<file path="config.mk">
export PLATFORM = sky130hd
export DESIGN_NAME = fsw_status_word
export DESIGN_NICKNAME = d
export VERILOG_FILES = /design/src/rtl/fsw_pkg.sv /design/src/rtl/fsw_top_ptr.sv /design/src/rtl/fsw_status_word.sv
export VERILOG_INCLUDE_DIRS = /design/src /design/src/rtl
export SDC_FILE = /design/constraint.sdc
export NUM_CORES = 1
export LEC_CHECK = 0
export BUFFER_PORTS_ARGS = -buffer_cell sky130_fd_sc_hd__buf_2
export CORE_ASPECT_RATIO = 0.7
export CORE_MARGIN = 4
export CORE_UTILIZATION = 39
export DETAILED_ROUTE_END_ITERATION = 8
export PLACE_DENSITY = 0.74
export SLEW_MARGIN = 20
export SYNTH_ARGS = -nofsm -noshare
export SYNTH_HDL_FRONTEND = slang
export SYNTH_SLANG_ARGS = --single-unit
export TNS_END_PERCENT = 50
</file>
<file path="constraint.sdc">
create_clock -name CLK -period 3 [get_ports CLK]
set_clock_uncertainty 0.05 [all_clocks]
set_input_delay 0.45 -clock CLK [delete_from_list [all_inputs] [get_ports CLK]]
set_output_delay 0.45 -clock CLK [all_outputs]
set_load 0.02 [all_outputs]
</file>
<file path="src/rtl/fsw_defs.svh">
// Purpose: bit positions, reset values and fixed figures of the status word
// Assumes: included by its bare name from every file that needs it
// Notes:   definitions only
`ifndef FSW_DEFS_SVH
`define FSW_DEFS_SVH
`define FSW_WIDTH 16
`define FSW_EXC_LSB 0
`define FSW_EXC_MSB 5
`define FSW_SF_BIT 6
`define FSW_ES_BIT 7
`define FSW_C0_BIT 8
`define FSW_C1_BIT 9
`define FSW_C2_BIT 10
`define FSW_TOP_LSB 11
`define FSW_TOP_MSB 13
`define FSW_C3_BIT 14
`define FSW_B_BIT 15
`define FSW_RESET_WORD 16'h0000
`define FSW_NO_EXC 6'h00
`define FSW_IE_ONEHOT 6'h01
`define FSW_CC_CLEAR 4'h0
`define FSW_TOP_RESET 3'h0
`define FSW_TOP_MAX 3'h7
`define FSW_TOP_STEP 3'h1
`endif

</file>
<file path="src/rtl/fsw_pkg.sv">
// Purpose: types shared by the status-word logic and its datapath
// Assumes: constants live in fsw_defs.svh
// Notes:   none
package fsw_pkg;

	// --------------------------------------------------------------
	// instruction classes reported at completion
	// --------------------------------------------------------------
	typedef enum logic [3:0] {
		FSW_OP_NONE,
		FSW_OP_ARITH,
		FSW_OP_PUSH_LOAD,
		FSW_OP_POP_STORE,
		FSW_OP_EXAMINE,
		FSW_OP_PREM,
		FSW_OP_TRIG,
		FSW_OP_COMPARE,
		FSW_OP_FLAG_COMPARE,
		FSW_OP_ENV_LOAD,
		FSW_OP_RESTORE,
		FSW_OP_CLEX,
		FSW_OP_INIT,
		FSW_OP_SAVE,
		FSW_OP_STATUS_STORE
	} fsw_op_t;

	// --------------------------------------------------------------
	// completion record from the datapath
	// --------------------------------------------------------------
	typedef struct packed {
		fsw_op_t op;
		logic [5:0] exc;          // exceptions detected, bit order as status word
		logic stk_fault;          // register stack overflow or underflow
		logic stk_ovf;            // 1 overflow, 0 underflow
		logic round_up;           // last rounding went upward
		logic [2:0] cc_result;    // {c3,c2,c0}: compare result or operand class
		logic sign;               // sign of the examined operand
		logic [2:0] quot;         // low quotient bits of a remainder
		logic incomplete;         // remainder reduction not finished
		logic out_of_range;       // trig source beyond range
		logic to_acc;             // status store goes to the accumulator
	} fsw_event_t;

	// --------------------------------------------------------------
	// status store output
	// --------------------------------------------------------------
	typedef struct packed {
		logic valid;
		logic to_acc;
		logic [15:0] data;
	} fsw_store_t;

endpackage : fsw_pkg

</file>
<file path="src/rtl/fsw_top_ptr.sv">
// Purpose: top-of-stack pointer of the register stack
// Assumes: at most one of push, pop, load, clear per cycle
// Notes:   arithmetic is 3 bits wide, so wrap is natural
`timescale 1ns/100ps
`include "fsw_defs.svh"

module fsw_top_ptr (
	input wire logic clk,
	input wire logic rst,
	input wire logic push,
	input wire logic pop,
	input wire logic load,
	input wire logic [2:0] load_val,
	input wire logic clear,
	output logic [2:0] top
);

	logic [2:0] top_r;
	logic [2:0] top_nxt;

	// --------------------------------------------------------------
	// next pointer
	// --------------------------------------------------------------
	// push decrements before the write, 0 wraps to 7; pop increments after read
	assign top_nxt = clear ? `FSW_TOP_RESET :
		load ? load_val :
		push ? top_r - `FSW_TOP_STEP :
		pop ? top_r + `FSW_TOP_STEP :
		top_r;

	// pointer register
	always_ff @(posedge clk) begin
		if (rst) begin
			top_r <= `FSW_TOP_RESET;
		end else begin
			top_r <= top_nxt;
		end
	end

	assign top = top_r;

endmodule : fsw_top_ptr

</file>
<file path="src/rtl/fsw_status_word.sv">
// Purpose: status word of the stack floating-point unit
// Assumes: one completion record per EVT_DONE pulse, inputs synchronous to CLK
// Notes:   all fields of one instruction update on the same edge
`timescale 1ns/100ps
`include "fsw_defs.svh"

module fsw_status_word (
	input wire logic CLK,
	input wire logic RST,
	input wire logic EVT_DONE,
	input wire fsw_pkg::fsw_event_t EVT,
	input wire logic [5:0] EXC_MASK,
	input wire logic [15:0] LOAD_IMAGE,
	input wire logic BUSY_IN,
	output logic [15:0] STATUS_WORD,
	output logic ERROR_SUMMARY,
	output logic BUSY,
	output fsw_pkg::fsw_store_t STORE
);

	// --------------------------------------------------------------
	// functions
	// --------------------------------------------------------------

	// assemble a status word from its fields
	function automatic logic [15:0] pack_word(
		input logic [5:0] flags,
		input logic sf,
		input logic es,
		input logic [3:0] cc,
		input logic [2:0] top
	);
		logic [15:0] w;
		w = `FSW_RESET_WORD;
		w[`FSW_EXC_MSB:`FSW_EXC_LSB] = flags;
		w[`FSW_SF_BIT] = sf;
		w[`FSW_ES_BIT] = es;
		w[`FSW_C0_BIT] = cc[0];
		w[`FSW_C1_BIT] = cc[1];
		w[`FSW_C2_BIT] = cc[2];
		w[`FSW_C3_BIT] = cc[3];
		w[`FSW_TOP_MSB:`FSW_TOP_LSB] = top;
		w[`FSW_B_BIT] = es;
		return w;
	endfunction : pack_word

	// condition codes {c3,c2,c1,c0} after one instruction
	function automatic logic [3:0] cc_update(
		input fsw_pkg::fsw_event_t e,
		input logic [3:0] cc_old
	);
		logic [3:0] cc;
		logic c1_round;
		cc = cc_old;
		c1_round = e.exc[`FSW_EXC_MSB] & e.round_up;
		case (e.op)
			fsw_pkg::FSW_OP_ARITH, fsw_pkg::FSW_OP_PUSH_LOAD, fsw_pkg::FSW_OP_POP_STORE: begin
				cc[1] = c1_round;
			end
			fsw_pkg::FSW_OP_EXAMINE: begin
				cc = {e.cc_result[2], e.cc_result[1], e.sign, e.cc_result[0]};
			end
			fsw_pkg::FSW_OP_PREM: begin
				cc[2] = e.incomplete;
				if (!e.incomplete) begin
					cc[0] = e.quot[2];
					cc[3] = e.quot[1];
					cc[1] = e.quot[0];
				end
			end
			fsw_pkg::FSW_OP_TRIG: begin
				cc[2] = e.out_of_range;
				if (!e.out_of_range) begin
					cc[1] = c1_round;
				end
			end
			fsw_pkg::FSW_OP_COMPARE: begin
				cc = {e.cc_result[2], e.cc_result[1], 1'b0, e.cc_result[0]};
			end
			fsw_pkg::FSW_OP_FLAG_COMPARE: begin
				cc[1] = 1'b0;
			end
			fsw_pkg::FSW_OP_INIT, fsw_pkg::FSW_OP_SAVE: begin
				cc = `FSW_CC_CLEAR;
			end
			default: begin
				cc = cc_old;
			end
		endcase
		// a stack fault overrides cond_code_1 with its direction
		if (e.stk_fault) begin
			cc[1] = e.stk_ovf;
		end
		return cc;
	endfunction : cc_update

	// --------------------------------------------------------------
	// state
	// --------------------------------------------------------------
	logic [5:0] flags_r;
	logic [5:0] flags_nxt;
	logic sf_r;
	logic sf_nxt;
	logic es_r;
	logic es_nxt;
	logic [3:0] cc_r;
	logic [3:0] cc_nxt;
	logic [3:0] cc_calc;
	logic busy_r;
	logic [2:0] top;
	logic [15:0] word;
	fsw_pkg::fsw_store_t store_r;
	fsw_pkg::fsw_store_t store_nxt;

	// --------------------------------------------------------------
	// instruction decode
	// --------------------------------------------------------------
	wire op_load = EVT_DONE && (EVT.op == fsw_pkg::FSW_OP_ENV_LOAD || EVT.op == fsw_pkg::FSW_OP_RESTORE);
	wire op_reinit = EVT_DONE && (EVT.op == fsw_pkg::FSW_OP_INIT || EVT.op == fsw_pkg::FSW_OP_SAVE);
	wire op_clex = EVT_DONE && EVT.op == fsw_pkg::FSW_OP_CLEX;
	wire op_push = EVT_DONE && EVT.op == fsw_pkg::FSW_OP_PUSH_LOAD;
	wire op_pop = EVT_DONE && EVT.op == fsw_pkg::FSW_OP_POP_STORE;
	wire op_stsw = EVT_DONE && EVT.op == fsw_pkg::FSW_OP_STATUS_STORE;
	wire stk_evt = EVT_DONE && EVT.stk_fault;
	wire [5:0] exc_set = EVT_DONE ? (EVT.exc | (EVT.stk_fault ? `FSW_IE_ONEHOT : `FSW_NO_EXC)) : `FSW_NO_EXC;

	// --------------------------------------------------------------
	// next values of the flag fields
	// --------------------------------------------------------------
	// exceptions accumulate; only clear, reinit or an image load remove them
	assign flags_nxt = op_load ? LOAD_IMAGE[`FSW_EXC_MSB:`FSW_EXC_LSB] :
		(op_reinit || op_clex) ? `FSW_NO_EXC :
		flags_r | exc_set;
	// stack fault: set on fault, kept on plain invalid, cleared explicitly
	assign sf_nxt = op_load ? LOAD_IMAGE[`FSW_SF_BIT] :
		(op_reinit || op_clex) ? 1'b0 :
		sf_r | stk_evt;
	// summary only from flags whose control mask bit is clear
	assign es_nxt = |(flags_nxt & ~EXC_MASK);
	// condition codes, from image on a load or from the result
	assign cc_calc = cc_update(EVT, cc_r);
	assign cc_nxt = op_load ? {LOAD_IMAGE[`FSW_C3_BIT], LOAD_IMAGE[`FSW_C2_BIT],
		LOAD_IMAGE[`FSW_C1_BIT], LOAD_IMAGE[`FSW_C0_BIT]} :
		EVT_DONE ? cc_calc : cc_r;

	// --------------------------------------------------------------
	// store path: word before this instruction's own update
	// --------------------------------------------------------------
	assign store_nxt.valid = op_stsw || (EVT_DONE && EVT.op == fsw_pkg::FSW_OP_SAVE);
	assign store_nxt.to_acc = op_stsw && EVT.to_acc;
	assign store_nxt.data = word;

	// --------------------------------------------------------------
	// registers, all fields on one edge
	// --------------------------------------------------------------
	always_ff @(posedge CLK) begin
		if (RST) begin
			flags_r <= `FSW_NO_EXC;
			sf_r <= 1'b0;
			es_r <= 1'b0;
			cc_r <= `FSW_CC_CLEAR;
			busy_r <= 1'b0;
			store_r <= '0;
		end else begin
			flags_r <= flags_nxt;
			sf_r <= sf_nxt;
			es_r <= es_nxt;
			cc_r <= cc_nxt;
			busy_r <= BUSY_IN;
			store_r <= store_nxt;
		end
	end

	// --------------------------------------------------------------
	// top-of-stack pointer
	// --------------------------------------------------------------
	fsw_top_ptr u_top (
		.clk(CLK),
		.rst(RST),
		.push(op_push),
		.pop(op_pop),
		.load(op_load),
		.load_val(LOAD_IMAGE[`FSW_TOP_MSB:`FSW_TOP_LSB]),
		.clear(op_reinit),
		.top(top)
	);

	// --------------------------------------------------------------
	// outputs
	// --------------------------------------------------------------
	// bit 15 repeats the summary, top lands in bits 11 to 13
	assign word = pack_word(flags_r, sf_r, es_r, cc_r, top);
	assign STATUS_WORD = word;
	assign ERROR_SUMMARY = es_r;  // handler request
	assign BUSY = busy_r;
	assign STORE = store_r;
endmodule : fsw_status_word

</file>
==> summary.txt <==
Final layout
  • Share of layout cells above drive strength 1: 0.395
  • Layout Nets: 302
  • Antenna Cells: 0
  • FF+latch area: 661 um2
  • FILL cells: 421
  • Final core utilization: 0.498
  • Synth-to-Final Area Change: 23.2%
  • Non-Filler Instances: 308
  • Design area: 2160 um2
  • Multi-input logic area: 845 um2

Global routing
  • Total global-route track usage: 0.160
  • First-pass GRT wire length: 6970 um
  • Initial antenna violation count: 0
  • Largest net degree at the start of global routing: 31
  • Global route total overflow: 0
  • Number of global-route vias before repair: 1468

Logic synthesis
  • Sequential element share of the synthesized area: 0.377
  • Synth Register Bits: 33
  • Syn Inst Count: 193
  • Number of synthesized flops with an enable pin: 0
  • Synth Net Count: 243
  • Mean post-synth cell area: 9.07 um2
  • Distinct cell type count after synthesis: 51
  • Syn Std Cell Area: 1750 um2
  • Main synth FF type: dfxtp_1
  • Syn. warnings: 0
  • Async S/R FF share, synth: 0

Detailed routing
  • Via density: 5.03
  • DRT iter0 DRCs: 79
  • # DRC: 0
  • Drt wl/cell: 14.4 um
  • WL final: 4440 um
  • Post-route ant nets: 0
  • Via Count: 1549
  • DR pass1 iterations: 4

Power
  • P_leak: 1.03 nW
  • Int Power: 0.885 mW
  • Clock Power Share: 0.419
  • Sw Pwr: 0.308 mW
  • Overall power: 1.19 mW
  • Flop pwr share: 0.398
  • Switching Fraction: 0.258
  • Peak VDD IR: 0.000388 V
  • Power Dens Cells: 554 nW/um2
  • Combinational share of power: 0.183

STA
  • Final setup fails: 0
  • TNS Setup: 0 ns
  • Tmin final: 2.21 ns
  • Fin crit share: 0.738
  • Setup WS post-layout: 0.785 ns
  • Hold Violations, Final: 0
  • Max Freq: 452 MHz
  • Worst Hold Margin: 0.331 ns
  • Max-slew violation count: 0
  • Worst rel slew slack: 0.623
  • RSZ-0062 raised after global routing: no
  • Worst-Margin Slew: 0.565 ns

Die
  • Initial Utilization: 0.404
  • FP Rows: 20
  • Horiz. Die Dim: 88.1 um
  • Die area: 5640 um2
  • I/O pins: 85
  • Core box area: 4330 um2
  • Die Y: 64.1 um

CTS
  • Setup bufs post-CTS: 0
  • Clock sink count: 33
  • Hold_buf cts: 0
  • # resized after CTS: 0
  • Clock Path Buffers: 2
  • CTS clk-pin slew, worst paths: 0.07 ns
  • TritonCTS Buffers: 5
  • TritonCTS clock tree: done
  • CTS HTree Levels: 2
  • CTS root buf: clkbuf_8
  • Clock Latency Late Sink: 0.28 ns

Run
  • MaxCap Viol Count: 0

Worst setup path
  • Crit start category: primary input
  • Critical path launch point: EVT_DONE
  • Crit path cell chain: buf_2 > nor2b_2 > and3_1 > nand2b_1 > fa_1 > xor2_1 > nand2_1 > xor2_1 > a211oi_1
  • Buf+Inv Stages, Crit Path: 1
  • Critical Path Most Common Cell: xor2_1
  • Largest stage delay on the critical path: 0.38 ns
  • Required @ worst endpoint: 3.14 ns
  • CP Capture Type: flip-flop
  • Slowest-stage cell, CP: fa_1
  • Crit path DAT: 2.36 ns
  • Worst path top cell family by delay: simple AND/OR/NAND/NOR gates
  • Crit Path Category: in2reg
  • R2r startpoint: u_top.top[0]
  • Crit path max fanout: 14

Placed design
  • RD Place Congestion: 0.795
  • DP Wirelength: 3370 um
  • DP Worst Slack: 0.524 ns
  • Placed inst area: 2020 um2
  • Cell Count Post-Placement: 300
  • Port bufs: 82

Hold path
  • Hold crit path type: in2reg
  • Hold Crit Start: BUSY_IN

Run status
  • Status: finished, final reports clean
registers in the layout (all words and copies together), names as in the netlist:
| name | cells |
|---|---|
| BUSY | 1 |
| u_top.top | 3 |
| ERROR_SUMMARY | 1 |
| sf_r | 1 |
| cc_r | 4 |
| STORE | 17 |
| flags_r | 6 |
Yosys cell counts, types with 3 or more instances:
master	count	area, um2
a211oi_1	3	22.5
a21oi_1	13	65.1
a22oi_1	3	22.5
a2bb2oi_1	3	26.3
and3_1	4	25.0
buf_2	4	20.0
buf_4	20	150
clkbuf_1	3	11.3
dfxtp_1	33	661
inv_1	10	37.5
nand2_1	3	11.3
nand2b_1	5	31.3
nand3_1	3	15.0
nor2_1	14	52.6
nor2b_1	19	119
o211ai_1	3	22.5
o21ai_0	6	30.0
power groups by stage:
stage,clock (mW),sequential [mW],combinational [mW]
6_report,0.500,0.475,0.219
5_1_grt,0.534,0.478,0.240
4_1_cts,0.513,0.475,0.220
3_5_place_dp,0,0.485,0.219
3_3_place_gp,0,0.485,0.217
2_1_floorplan,0,0.498,0.154
area by class of cell:
| cell class | instances | area share |
|---|---|---|
| clock buffer | 5 | 0.0319 |
| clock inverter | 3 | 0.0302 |
| inverter | 10 | 0.0174 |
| multi-input combinational | 120 | 0.392 |
| sequential | 33 | 0.306 |
| tap | 55 | 0.0319 |
| timing repair buffer | 82 | 0.190 |
per-layer routing:
metal | track usage | part of all wire | vias to the layer above
met5 | 0 | 0 | -
met4 | 0.0453 | 0.0034 | 0
met3 | 0.0593 | 0.12 | 2
met2 | 0.226 | 0.42 | 66
met1 | 0.226 | 0.46 | 701
li1 | - | - | 780
placed cells by master, fill, tap and decap left out, drive strengths merged, types with 3 or more instances in the layout:
| cell | instances |
|---|---|
| dfxtp | 33 |
| inv | 10 |
| nor2b | 20 |
| clkbuf | 5 |
| nor3 | 3 |
| and3 | 5 |
| nand2b | 5 |
| xor2 | 3 |
| o21ai | 6 |
| a22oi | 3 |
| a2bb2oi | 4 |
| a21oi | 13 |
| a211oi | 3 |
| nand2 | 3 |
| o211ai | 3 |
| nor2 | 14 |
| buf | 82 |
| nand3 | 3 |
logic make-up (layout without fill, tap and decap cells):
logic type / Yosys count / after routing / share of synthesized area
fa+ha+maj: 1 / 1 / 0.0114
simple gates: 58 / 58 / 0.197
compound gates: 54 / 54 / 0.225
mux: 2 / 2 / 0.0129
buf+inv: 40 / 100 / 0.140
flops: 33 / 33 / 0.377
xor+xnor: 5 / 5 / 0.0357
final timing paths:
path | slack [ns] | depth (start not counted) | to
setup / recovery | 0.79 | 9 | u_top.top[2]
hold / removal | 0.33 | 2 | BUSY
setup reg to reg | 1.36 | 6 | u_top.top[2]
hold reg to reg | 0.43 | 1 | STORE[4]
No activity file was read; power rests on OpenSTA's default activity.
